[src/rtl/gdpc_defs.vh]
// Purpose: Constants for the GPIB device port configuration block.
// Assumes: One 25 MHz clock, asynchronous active-low reset.
// Notes:   Offsets are register indices on the plain register port.
`ifndef GDPC_DEFS_VH
`define GDPC_DEFS_VH

// ----------------------------------------------------------------------
// Register offsets
// ----------------------------------------------------------------------
`define GDPC_REG_CONFIG     4'h0
`define GDPC_REG_STATUS     4'h1
`define GDPC_REG_TX_DATA    4'h2
`define GDPC_REG_RX_DATA    4'h3
`define GDPC_REG_EVENT      4'h4
`define GDPC_REG_SETUP      4'h5
`define GDPC_REG_PERSIST    4'h6

// ----------------------------------------------------------------------
// Config fields
// ----------------------------------------------------------------------
`define GDPC_CFG_ADDR_LSB   0
`define GDPC_CFG_ADDR_MSB   4
`define GDPC_CFG_TERM_LF    5
`define GDPC_CFG_LISTEN_ONLY 6
`define GDPC_CFG_RX_SETUPS  7
`define GDPC_CFG_TX_SETUPS  8
`define GDPC_CFG_RESET      9'h000

// ----------------------------------------------------------------------
// Persistent fields, codes and counts
// ----------------------------------------------------------------------
`define GDPC_PER_SRQ_EN     0
`define GDPC_PER_RESTORE_ONE 1
`define GDPC_ADDR_OFF_BUS   5'h1f
`define GDPC_CHAR_LF        8'h0a
`define GDPC_CHAR_CR        8'h0d
`define GDPC_CHAR_QUERY     8'h3f
`define GDPC_STB_POWER_UP   8'h41
`define GDPC_SETUP_COUNT    6'h1e
`define GDPC_SETUP_BYTES    8'h40

`endif

[src/rtl/gdpc_port.v]
// Purpose: Device side of a GPIB instrument port with its configuration.
// Assumes: Bus lines are active high here; pin inputs are synchronised.
// Notes:   Three-wire handshake is simplified to one byte per DAV pulse.
// Notes on behaviour
// - Primary address zero to thirty-one, set locally
// - Address thirty-one: ignore bus, drive nothing (receive-setups mode still counts EOI bytes off bus)
// - Primary addressing only, no secondary address
// - EOI mode: only EOI ends received message
// - EOI mode: EOI on last sent byte
// - LF mode: EOI or line feed ends message
// - LF mode: append CR, LF with EOI
// - Talk/listen: addressed as listener or talker
// - Listen-only: never talk, still receive commands (send-setups mode still strobes its bytes in listen-only)
// - Receive setups: take thirty, then leave mode
// - Send setups only when peer waits; auto exit
// - Power-on enters local state
// - Power-on restores last setup or setup one
// - SRQ after power-on when requests enabled
// - Power-up serial poll returns status sixty-five
// - Keep working when SRQ never polled
// - Header followed by question mark is query
// - Talk data only after a query
// - Release SRQ after poll, reassert if pending
// - Service-request enable survives power removal
//
// Local design decisions: the strobed register port and the register addresses.
`timescale 1ns/100ps
`include "gdpc_defs.vh"

module gdpc_port (
    input  wire        clk,
    input  wire        resetn,
    input  wire [3:0]  reg_addr,
    input  wire [31:0] reg_wdata,
    input  wire        reg_write,
    input  wire        reg_read,
    output reg  [31:0] reg_rdata,
    input  wire [7:0]  persist_in,
    output wire [7:0]  persist_out,
    input  wire [7:0]  dio_in,
    output reg  [7:0]  dio_out,
    output wire        dio_oe,
    input  wire        dav_in,
    output reg         dav_out,
    output wire        dav_oe,
    input  wire        eoi_in,
    output reg         eoi_out,
    output wire        eoi_oe,
    input  wire        atn_in,
    input  wire        ren_in,
    output wire        srq_out,
    output wire        srq_oe,
    output wire        remote_state,
    output reg         restore_last,
    output reg         restore_one
);

    // ------------------------------------------------------------------
    // Decode helpers
    // ------------------------------------------------------------------
    // Listen address group 0x20..0x3e, talk group 0x40..0x5e.
    function is_my_cmd;
        input [7:0] b;
        input [1:0] grp;
        input [4:0] a;
        begin
            is_my_cmd = (b[6:5] == grp) && (b[4:0] == a);
        end
    endfunction

    function is_term;
        input [7:0] b;
        input       eoi;
        input       lf_mode;
        begin
            is_term = eoi | (lf_mode & (b == `GDPC_CHAR_LF));
        end
    endfunction

    // ------------------------------------------------------------------
    // Pin synchronisers
    // ------------------------------------------------------------------
    reg [7:0] dio_s1_reg, dio_s2_reg;
    reg [3:0] ctl_s1_reg, ctl_s2_reg;
    reg       dav_prev_reg;
    wire      dav_s = ctl_s2_reg[0];
    wire      eoi_s = ctl_s2_reg[1];
    wire      atn_s = ctl_s2_reg[2];
    wire      ren_s = ctl_s2_reg[3];
    wire      byte_in = dav_s & ~dav_prev_reg;

    always @(posedge clk or negedge resetn)
    begin
        if (!resetn)
        begin
            dio_s1_reg   <= 8'h00;
            dio_s2_reg   <= 8'h00;
            ctl_s1_reg   <= 4'h0;
            ctl_s2_reg   <= 4'h0;
            dav_prev_reg <= 1'b0;
        end
        else
        begin
            dio_s1_reg   <= dio_in;
            dio_s2_reg   <= dio_s1_reg;
            ctl_s1_reg   <= {ren_in, atn_in, eoi_in, dav_in};
            ctl_s2_reg   <= ctl_s1_reg;
            dav_prev_reg <= dav_s;
        end
    end

    // ------------------------------------------------------------------
    // Configuration and power-on state
    // ------------------------------------------------------------------
    reg [8:0] cfg_reg;
    reg       srq_en_reg, restore_sel_reg, por_pend_reg, por_done_reg;
    reg       srq_reg, event_pend_reg, local_reg;
    reg [7:0] event_stb_reg;
    wire [4:0] my_addr   = cfg_reg[`GDPC_CFG_ADDR_MSB:`GDPC_CFG_ADDR_LSB];
    wire       off_bus   = (my_addr == `GDPC_ADDR_OFF_BUS);
    wire       lf_mode   = cfg_reg[`GDPC_CFG_TERM_LF];
    wire       lon       = cfg_reg[`GDPC_CFG_LISTEN_ONLY];
    wire       rx_setups = cfg_reg[`GDPC_CFG_RX_SETUPS];
    wire       tx_setups = cfg_reg[`GDPC_CFG_TX_SETUPS];

    assign persist_out = {6'h00, restore_sel_reg, srq_en_reg};
    assign remote_state = ~local_reg;

    // ------------------------------------------------------------------
    // Listener, talker and serial poll state
    // ------------------------------------------------------------------
    localparam ST_IDLE = 4'b0001;
    localparam ST_LIST = 4'b0010;
    localparam ST_TALK = 4'b0100;
    localparam ST_POLL = 4'b1000;
    reg [3:0] state_reg;
    reg       spe_reg, query_reg, hdr_reg, rx_done_reg;
    reg [7:0] rx_data_reg;
    reg [1:0] tx_phase_reg;
    reg       tx_valid_reg, tx_last_reg;
    reg [7:0] tx_byte_reg;
    reg [5:0] setup_cnt_reg;
    reg [7:0] setup_byte_reg;
    wire      sw_tx = reg_write && (reg_addr == `GDPC_REG_TX_DATA);
    wire      sw_rd_rx = reg_read && (reg_addr == `GDPC_REG_RX_DATA);
    wire      ev_wr = reg_write && (reg_addr == `GDPC_REG_EVENT);

    // Data, DAV and EOI lines are driven only in cycles that strobe a byte, but strobes are not gated by attention,
    // so a poll or talk byte can overlap a command byte that a controller sends under attention.
    // drive nothing off bus
    wire active_talk = !off_bus && dav_out;
    assign dio_oe = active_talk;
    assign dav_oe = active_talk;
    assign eoi_oe = active_talk;
    assign srq_oe  = !off_bus && srq_reg;
    assign srq_out = srq_reg;

    always @(posedge clk or negedge resetn)
    begin
        if (!resetn)
        begin
            cfg_reg         <= `GDPC_CFG_RESET;
            srq_en_reg      <= 1'b0;
            restore_sel_reg <= 1'b0;
            por_pend_reg    <= 1'b1;
            por_done_reg    <= 1'b0;
            srq_reg         <= 1'b0;
            event_pend_reg  <= 1'b0;
            event_stb_reg   <= 8'h00;
            local_reg       <= 1'b1;
            restore_last    <= 1'b0;
            restore_one     <= 1'b0;
            state_reg       <= ST_IDLE;
            spe_reg         <= 1'b0;
            query_reg       <= 1'b0;
            hdr_reg         <= 1'b0;
            rx_done_reg     <= 1'b0;
            rx_data_reg     <= 8'h00;
            tx_phase_reg    <= 2'h0;
            tx_valid_reg    <= 1'b0;
            tx_last_reg     <= 1'b0;
            tx_byte_reg     <= 8'h00;
            dio_out         <= 8'h00;
            dav_out         <= 1'b0;
            eoi_out         <= 1'b0;
            setup_cnt_reg   <= 6'h00;
            setup_byte_reg  <= 8'h00;
        end
        else
        begin
            restore_last <= 1'b0;
            restore_one  <= 1'b0;
            dav_out      <= 1'b0;
            // Persistent values are caught one clock after reset release.
            if (!por_done_reg)
            begin
                por_done_reg    <= 1'b1;
                srq_en_reg      <= persist_in[`GDPC_PER_SRQ_EN];
                restore_sel_reg <= persist_in[`GDPC_PER_RESTORE_ONE];
                restore_last    <= ~persist_in[`GDPC_PER_RESTORE_ONE];
                restore_one     <= persist_in[`GDPC_PER_RESTORE_ONE];
                srq_reg         <= persist_in[`GDPC_PER_SRQ_EN];
            end

            if (reg_write && reg_addr == `GDPC_REG_CONFIG)
            begin
                cfg_reg[7:0] <= reg_wdata[7:0];
                if (reg_wdata[`GDPC_CFG_TX_SETUPS] && !ren_s)
                    cfg_reg[8] <= 1'b1;
            end
            if (reg_write && reg_addr == `GDPC_REG_PERSIST)
            begin
                srq_en_reg      <= reg_wdata[`GDPC_PER_SRQ_EN];
                restore_sel_reg <= reg_wdata[`GDPC_PER_RESTORE_ONE];
            end
            if (reg_write && reg_addr == `GDPC_REG_EVENT)
            begin
                event_pend_reg <= 1'b1;
                event_stb_reg  <= reg_wdata[7:0];
                if (srq_en_reg)
                    srq_reg <= 1'b1;
            end
            if (sw_rd_rx)
                rx_done_reg <= 1'b0;

            // Outgoing byte strobe, one byte per write or setup step.
            if (sw_tx && query_reg && state_reg == ST_TALK)
            begin
                tx_valid_reg <= 1'b1;
                tx_byte_reg  <= reg_wdata[7:0];
                tx_last_reg  <= reg_wdata[8];
            end

            if (rx_setups && byte_in && !atn_s)
            begin
                if (eoi_s && setup_cnt_reg == `GDPC_SETUP_COUNT - 6'h01)
                begin
                    setup_cnt_reg <= 6'h00;
                    cfg_reg[`GDPC_CFG_RX_SETUPS] <= 1'b0;
                end
                else if (eoi_s)
                    setup_cnt_reg <= setup_cnt_reg + 6'h01;
            end
            else if (tx_setups && !off_bus)
            begin
                dio_out <= setup_byte_reg;
                dav_out <= 1'b1;
                eoi_out <= (setup_byte_reg == `GDPC_SETUP_BYTES - 8'h01);
                if (setup_byte_reg == `GDPC_SETUP_BYTES - 8'h01)
                begin
                    setup_byte_reg <= 8'h00;
                    if (setup_cnt_reg == `GDPC_SETUP_COUNT - 6'h01)
                    begin
                        setup_cnt_reg <= 6'h00;
                        cfg_reg[8]    <= 1'b0;
                    end
                    else
                        setup_cnt_reg <= setup_cnt_reg + 6'h01;
                end
                else
                    setup_byte_reg <= setup_byte_reg + 8'h01;
            end
            else if (byte_in && !off_bus)
            begin
                if (atn_s)
                begin
                    if (is_my_cmd(dio_s2_reg, 2'h1, my_addr))
                    begin
                        state_reg <= ST_LIST;
                        local_reg <= ~ren_s;
                    end
                    else if (is_my_cmd(dio_s2_reg, 2'h2, my_addr) && !lon)
                        state_reg <= spe_reg ? ST_POLL : ST_TALK;
                    else if (dio_s2_reg == 8'h18)
                        spe_reg <= 1'b1;
                    else if (dio_s2_reg == 8'h19)
                        spe_reg <= 1'b0;
                    else if (dio_s2_reg == 8'h3f || dio_s2_reg == 8'h5f)
                        state_reg <= ST_IDLE;
                end
                else if (state_reg == ST_LIST || lon)
                begin
                    rx_data_reg <= dio_s2_reg;
                    if (dio_s2_reg == `GDPC_CHAR_QUERY && hdr_reg)
                        query_reg <= 1'b1;
                    hdr_reg <= (dio_s2_reg != 8'h20) && (dio_s2_reg != 8'h3b);
                    if (is_term(dio_s2_reg, eoi_s, lf_mode))
                    begin
                        rx_done_reg <= 1'b1;
                        hdr_reg     <= 1'b0;
                    end
                end
            end
            else if (state_reg == ST_POLL && !dav_out && !off_bus)
            begin
                dio_out <= por_pend_reg ? `GDPC_STB_POWER_UP : event_stb_reg;
                dav_out <= 1'b1;
                eoi_out <= 1'b0;
                if (por_pend_reg)
                begin
                    por_pend_reg <= 1'b0;
                    srq_reg      <= srq_en_reg & (event_pend_reg | ev_wr);
                end
                // An event written in the poll cycle stays pending: the set wins.
                else if (!ev_wr)
                begin
                    event_pend_reg <= 1'b0;
                    srq_reg        <= 1'b0;
                end
                state_reg <= ST_IDLE;
            end
            else if (state_reg == ST_TALK && query_reg && tx_phase_reg != 2'h0)
            begin
                dav_out <= 1'b1;
                if (tx_phase_reg == 2'h1)
                begin
                    dio_out      <= `GDPC_CHAR_CR;
                    eoi_out      <= 1'b0;
                    tx_phase_reg <= 2'h2;
                end
                else
                begin
                    dio_out      <= `GDPC_CHAR_LF;
                    eoi_out      <= 1'b1;
                    tx_phase_reg <= 2'h0;
                    query_reg    <= 1'b0;
                end
            end
            else if (state_reg == ST_TALK && tx_valid_reg && !sw_tx)
            begin
                tx_valid_reg <= 1'b0;
                dio_out      <= tx_byte_reg;
                dav_out      <= 1'b1;
                eoi_out      <= tx_last_reg & ~lf_mode;
                if (tx_last_reg)
                begin
                    if (lf_mode)
                        tx_phase_reg <= 2'h1;
                    else
                        query_reg <= 1'b0;
                end
            end
        end
    end

    // ------------------------------------------------------------------
    // Register read port
    // ------------------------------------------------------------------
    always @(posedge clk or negedge resetn)
    begin
        if (!resetn)
            reg_rdata <= 32'h00000000;
        else if (reg_read)
        begin
            case (reg_addr)
                `GDPC_REG_CONFIG:  reg_rdata <= {23'h000000, cfg_reg};
                `GDPC_REG_STATUS:  reg_rdata <= {22'h000000, tx_valid_reg, srq_reg,
                                                 local_reg, query_reg, rx_done_reg,
                                                 por_pend_reg, state_reg};
                `GDPC_REG_RX_DATA: reg_rdata <= {24'h000000, rx_data_reg};
                `GDPC_REG_EVENT:   reg_rdata <= {23'h000000, event_pend_reg, event_stb_reg};
                `GDPC_REG_SETUP:   reg_rdata <= {26'h0000000, setup_cnt_reg};
                `GDPC_REG_PERSIST: reg_rdata <= {30'h00000000, restore_sel_reg, srq_en_reg};
                default:           reg_rdata <= 32'h00000000;
            endcase
        end
        else
            reg_rdata <= 32'h00000000;
    end

endmodule

[config.mk]
export PLATFORM = sky130hd
export DESIGN_NAME = gdpc_port
export DESIGN_NICKNAME = d
export VERILOG_FILES = /design/src/rtl/gdpc_port.v
export VERILOG_INCLUDE_DIRS = /design/src /design/src/rtl
export SDC_FILE = /design/constraint.sdc
export NUM_CORES = 1
export LEC_CHECK = 0
export ABC_CLOCK_PERIOD_IN_PS = 2300
export BUFFER_PORTS_ARGS = -buffer_cell sky130_fd_sc_hd__buf_2
export CORE_ASPECT_RATIO = 0.5
export CORE_MARGIN = 2
export CORE_UTILIZATION = 38
export CTS_CLUSTER_SIZE = 40
export DETAILED_ROUTE_END_ITERATION = 7
export GPL_ROUTABILITY_DRIVEN = 0
export PLACE_DENSITY = 0.69
export SLEW_MARGIN = 20
export SYNTH_ARGS = -nofsm -noshare
export SYNTH_HDL_FRONTEND = slang
export SYNTH_SLANG_ARGS = --single-unit
[constraint.sdc]
create_clock -name clk -period 2.3 [get_ports clk]
set_clock_uncertainty 0.05 [all_clocks]
set_input_delay 0.69 -clock clk [delete_from_list [all_inputs] [get_ports clk]]
set_output_delay 0.69 -clock clk [all_outputs]
set_load 0.01 [all_outputs]
Word-level counts from Yosys, hierarchy flattened
Cells that the tools add are included.

cells by class
  mux-type cells = 99
  equal/unequal tests = 36
  add/sub/neg operators = 2
  reductions and logical operators = 56
  bitwise operators = 18

operators by type and width
  operator               count
  $mux W1                68
  $pmux W10 S6           1
  $mux W8                7
  $mux W4                9
  $mux W6                6
  $mux W32               1
  $logic_and A1 B1 Y1    26
  $reduce_and A7 Y1      3
  $eq A4 B3 Y1 const B   4
  $eq A8 B5 Y1 const B   2
  $eq A8 B6 Y1 const B   2
  $ne A8 B6 Y1 const B   2
  $reduce_bool A2 Y1     8
  $eq A4 B2 Y1 const B   3
  $not A1 Y1             12
  $mux W2                5
  $reduce_and A10 Y1     1
  $reduce_and A5 Y1      2
  $mux W9                1
  $add A8 B1 Y8 const B  1
  $eq A8 B4 Y1 const B   1
  $eq A8 B7 Y1 const B   1
  $ne A2 B2 Y1 const B   4
  $ne A4 B4 Y1 const B   2
  24 further kinds       39

storage, ports and cells
  output and inout port bits = 58
  word-level logic and storage cells = 244
  flip-flop bits (word level) = 135
  bits of input ports = 60

Logic depth before layout (Yosys ltp)
  depth after elaboration = 11
  mapped depth = 7
  gate-level depth less buffers = 7

Worst setup path before layout
Ideal clock, no wire load.

  kind = input-to-reg
  start = input reg_addr[0]
  end = register dio_out[1]
  buffers on the path = 1
  data required time = 2.122 ns
  arrival time = 2.155 ns
  library setup time = 0.128 ns
  slack = -0.032 ns
  stages = 6
  cells stage by stage = buf_2 nand3b_1 o311ai_4 nand2_1 o21ai_4 mux2_1

between the ends
  longest elaborated chain between the ends = 6

RTL lines
  what                                 line             source
  start, declared                      gdpc_port.v:33   input wire [3:0] reg_addr,
  $eq A4 B2 Y1 (no source line)        --
  $logic_and A1 B1 Y1                  gdpc_port.v:144  wire sw_tx = reg_write && (reg_addr == `GDPC_REG_TX_DATA);
  $logic_not A1 Y1                     gdpc_port.v:329  else if (state_reg == ST_TALK && tx_valid_reg && !sw_tx)
  $logic_and A1 B1 Y1                  gdpc_port.v:329
  $reduce_bool A4 Y1 (no source line)  --
  $reduce_and A3 Y1 (no source line)   --
  end signal, assigned                 gdpc_port.v:317  dio_out <= `GDPC_CHAR_CR;
  end signal, assigned                 gdpc_port.v:323  dio_out <= `GDPC_CHAR_LF;
  end signal, assigned                 gdpc_port.v:332  dio_out <= tx_byte_reg;
  end, declared                        gdpc_port.v:41   output reg [7:0] dio_out,

No other way between the ends.
A chain may end at the register's enable or synchronous reset.

Worst setup path after layout
  start = register cfg_reg[4]
  end = output dio_oe

between the ends
  longest elaborated chain between the ends = 3

RTL lines
  what                           line             source
  start, declared                gdpc_port.v:115  reg [8:0] cfg_reg;
  start signal, assigned         gdpc_port.v:162  cfg_reg <= `GDPC_CFG_RESET;
  start signal, assigned         gdpc_port.v:207  cfg_reg[7:0] <= reg_wdata[7:0];
  $eq A5 B5 Y1 (no source line)  --
  $logic_not A1 Y1               gdpc_port.v:151  wire active_talk = !off_bus && dav_out;
  $logic_and A1 B1 Y1            gdpc_port.v:151
  end, declared                  gdpc_port.v:42   output wire dio_oe,

No other way between the ends.

==> flow_metrics.env <==
export IMPL_critPathMaxFanout=5
export IMPL_tightest_slew_ns=0.600
export IMPL_cts_root_buf="clkbuf_16"
export IMPL_cts_tree="built"
export IMPL_worstPathCellList="nand4_1 > nor2_2 > nor2b_2 > buf_2"
export IMPL_die_w_um=171
export IMPL_dp_slack_ns=-0.0149
export IMPL_required_ns=1.56
export IMPL_path_buf_inv=1
export IMPL_holdBufCountCts=0
export IMPL_hold_viol=0
export IMPL_dp_hpwl_mm=10.0
export IMPL_num_io_pins=118
export IMPL_port_buffers=60
export IMPL_cts_sinks=113
export IMPL_h_tree_depth=4
export IMPL_drive_gt1_frac=0.316
export IMPL_core_mm2=0.0136
export IMPL_cp_slowest_cell="dfrtp_2"
export IMPL_drc=0
export IMPL_floorplan_initialDensity=0.391
export IMPL_first_pass_iters=6
export IMPL_relSlewSlack=0.597
export IMPL_grt_pass1_wl_mm=21.7
export IMPL_gr_total_overflow=0
export IMPL_vias_per_cell=5.33
export IMPL_synthCells=465
export IMPL_cellPowerDensity_mw_per_mm2=920
export IMPL_fin_crit_ns=2.26
export IMPL_crit_path_start_kind="flop"
export IMPL_largest_reg_flops=10
export IMPL_path_class="reg -> out"
export IMPL_fin_crit_sh=0.985
export IMPL_grt_max_degree=50
export IMPL_ant_nets=0
export IMPL_worstSetupEndpointType="output pin"
export IMPL_nets=629
export IMPL_ys_types=64
export IMPL_grt_util_all_layers=0.194
export IMPL_routed_wl_mm=13.6
export IMPL_fmax_mhz=442
export IMPL_drt_iter0_drc=396
export IMPL_insertion_delay_ns=0.42
export IMPL_grt_antenna_before_repair=0
export IMPL_postPlaceCellArea_mm2=0.00593
export IMPL_n_fill_cell=1217
export IMPL_holdCritPathClass="in -> async"
export IMPL_arrival_ns=1.52
export IMPL_rsz0062_at_grt="true"
export IMPL_final_area_mm2=0.00657
export IMPL_numCtsBuffers=17
export IMPL_critPathMaxStageDelay_ns=0.43
export IMPL_wire_per_inst_um=17.6
export IMPL_placementRows=30
export IMPL_via_count=4110
export IMPL_finalMaxSlewViolations=0
export IMPL_synth_main_ff_cell="dfrtp_1"
export IMPL_setup_violations=0
export IMPL_async_flop_share=1.00
export IMPL_yosys_warnings=0
export IMPL_syn_area_mm2=0.00531
export IMPL_status="complete, no violations"
export IMPL_yosysTopAreaCell="dfrtp_1"
export IMPL_syn_area_per_cell_um2=11.4
export IMPL_irDropWorstVdd_v=0.000388
export IMPL_clk_path_buf_depth=2
export IMPL_die_height_um=87.6
export IMPL_synth_area_top_cells="dfrtp_1 52%, mux2_2 6.6%, buf_4 4.5%, nand2_1 2.3%, a21oi_1 2.2%"
export IMPL_leakage_nw=3.02
export IMPL_synth_edf_count=0
export IMPL_antenna_cells=0
export IMPL_cap_violations=0
export IMPL_netlist_area_leader_share=0.519
export IMPL_syn2layout_area_growth_pct=23.8
export IMPL_die_area_mm2=0.0150
export IMPL_cpLargestDelayFamily="simple AND/OR/NAND/NOR gates"
export IMPL_clkSlewWorstSetupHoldPaths_ns=0.06
export IMPL_grt_pass1_vias=3907
export IMPL_worst_slack_ns=0.0355
export IMPL_yosysSeqAreaShare=0.534
export IMPL_synth_seq_cells=113
## cells by family after synthesis
family          synth area share
simple gates               0.134
flops                      0.534
compound gates             0.145
buf+inv                   0.0663
mux                       0.0979
xor+xnor                  0.0149
fa+ha+maj                0.00707
other cells              0.00142
## metal layers
layer	part of all wire	vias to the layer above	GRT usage
li1	-	1855	-
met2	0.44	208	0.287
met3	0.093	19	0.0569
met1	0.45	2028	0.276
met5	0	-	0
met4	0.017	0	0.0639
## placed cells by master (no fill, tap or decap), types with 7 or more instances in the layout
cell       Yosys  layout
dfrtp_1      110     108
buf_2          5      59
buf_4         32      36
nand2_1       32      32
mux2_2        31      31
conb_1         2      29
nor2_1        23      22
a21oi_1       23      22
inv_1         17      17
o21ai_0       17      17
clkbuf_16      0      17
nand3_1       10      10
nor3_1        10      10
xnor2_1        9       9
a22oi_1        9       9
a222oi_1       9       9
mux2i_1        8       8
nand2b_1       8       8
inv_6          0       8
o31ai_1        7       7
## worst register-to-register path, delay by kind of cell, from the launching register on
family / cells / cell delay, ns
AO/OA/AOI/OAI: 1 / 0.24
buffers and inverters: 2 / 0.32
flip-flops: 1 / 0.62
AND/OR/NAND/NOR: 4 / 0.82
## worst paths after layout
kind	start	to	slack (ns)	depth (start not counted)
hold reg to reg	dio_s1_reg[3]$_DFF_PN0_	dio_s2_reg[3]$_DFF_PN0_	0.30	0
hold / removal	resetn	dio_s1_reg[0]$_DFF_PN0_	0.1	1
setup reg to reg	state_reg[0]$_DFFE_PN1P_	query_reg$_DFFE_PN0P_	0.13	7
max in group asynchronous	resetn	por_pend_reg$_DFFE_PN1P_	1.51	2
min in group clk	dio_s1_reg[3]$_DFF_PN0_	dio_s2_reg[3]$_DFF_PN0_	0.30	0
setup / recovery	cfg_reg[4]$_DFFE_PN0N_	dio_oe	0.04	4
## power by group
part,total (W),internal [W],switching (W)
registers,0.00259,0.00228,0.000309
logic,0.000938,0.000445,0.000493
clock network,0.00252,0.00151,0.00101
## timing repair
| action | 4_1_cts | 5_1_grt |
|---|---|---|
| pin swaps | 1 | 2 |
| gates cloned | 0 | 0 |
| resized for setup | 6 | 1 |
| buffers inserted | 4 | 3 |
| endpoints found under the setup margin | 5 | 5 |
## through the flow
step	hold WS (ns)	utilization	cells	total power, W	setup TNS (ns)
after CTS	0.0877	0.482	768	0.00606	0
after global placement	0.283	0.436	732	0.00346	-0.00795
after detailed placement	0.285	0.436	732	0.00350	-0.0279
after floorplan	0.281	-	492	0.00311	0
after global routing	0.0950	0.484	771	0.00633	-0.0353
final	0.0961	0.484	771	0.00604	0
## synthesized netlist by cell type (all sizes together) (4+ instances only)
master  number
nor2b        8
a222oi       9
nor3        11
clkbuf       5
inv         17
nor2        23
nand3b       4
o21ai       21
buf         38
a31oi        5
and3         6
xnor2        9
nand3       10
o31ai        7
mux2i        8
a22oi        9
mux2        39
o21a         4
dfrtp      110
nand2b       8
a21oi       23
nor4         4
nand2       32
## cell type report
cell class / instances / area, um2 / area share
Sequential cell: 113 / 2830 / 0.431
Tap cell: 192 / 240 / 0.0366
Clock buffer: 17 / 425 / 0.0647
Multi-Input combinational cell: 319 / 2240 / 0.341
Clock inverter: 15 / 146 / 0.0223
Timing Repair Buffer: 98 / 617 / 0.0939
Inverter: 17 / 63.8 / 0.00971
(Power assumes the default switching activity.)
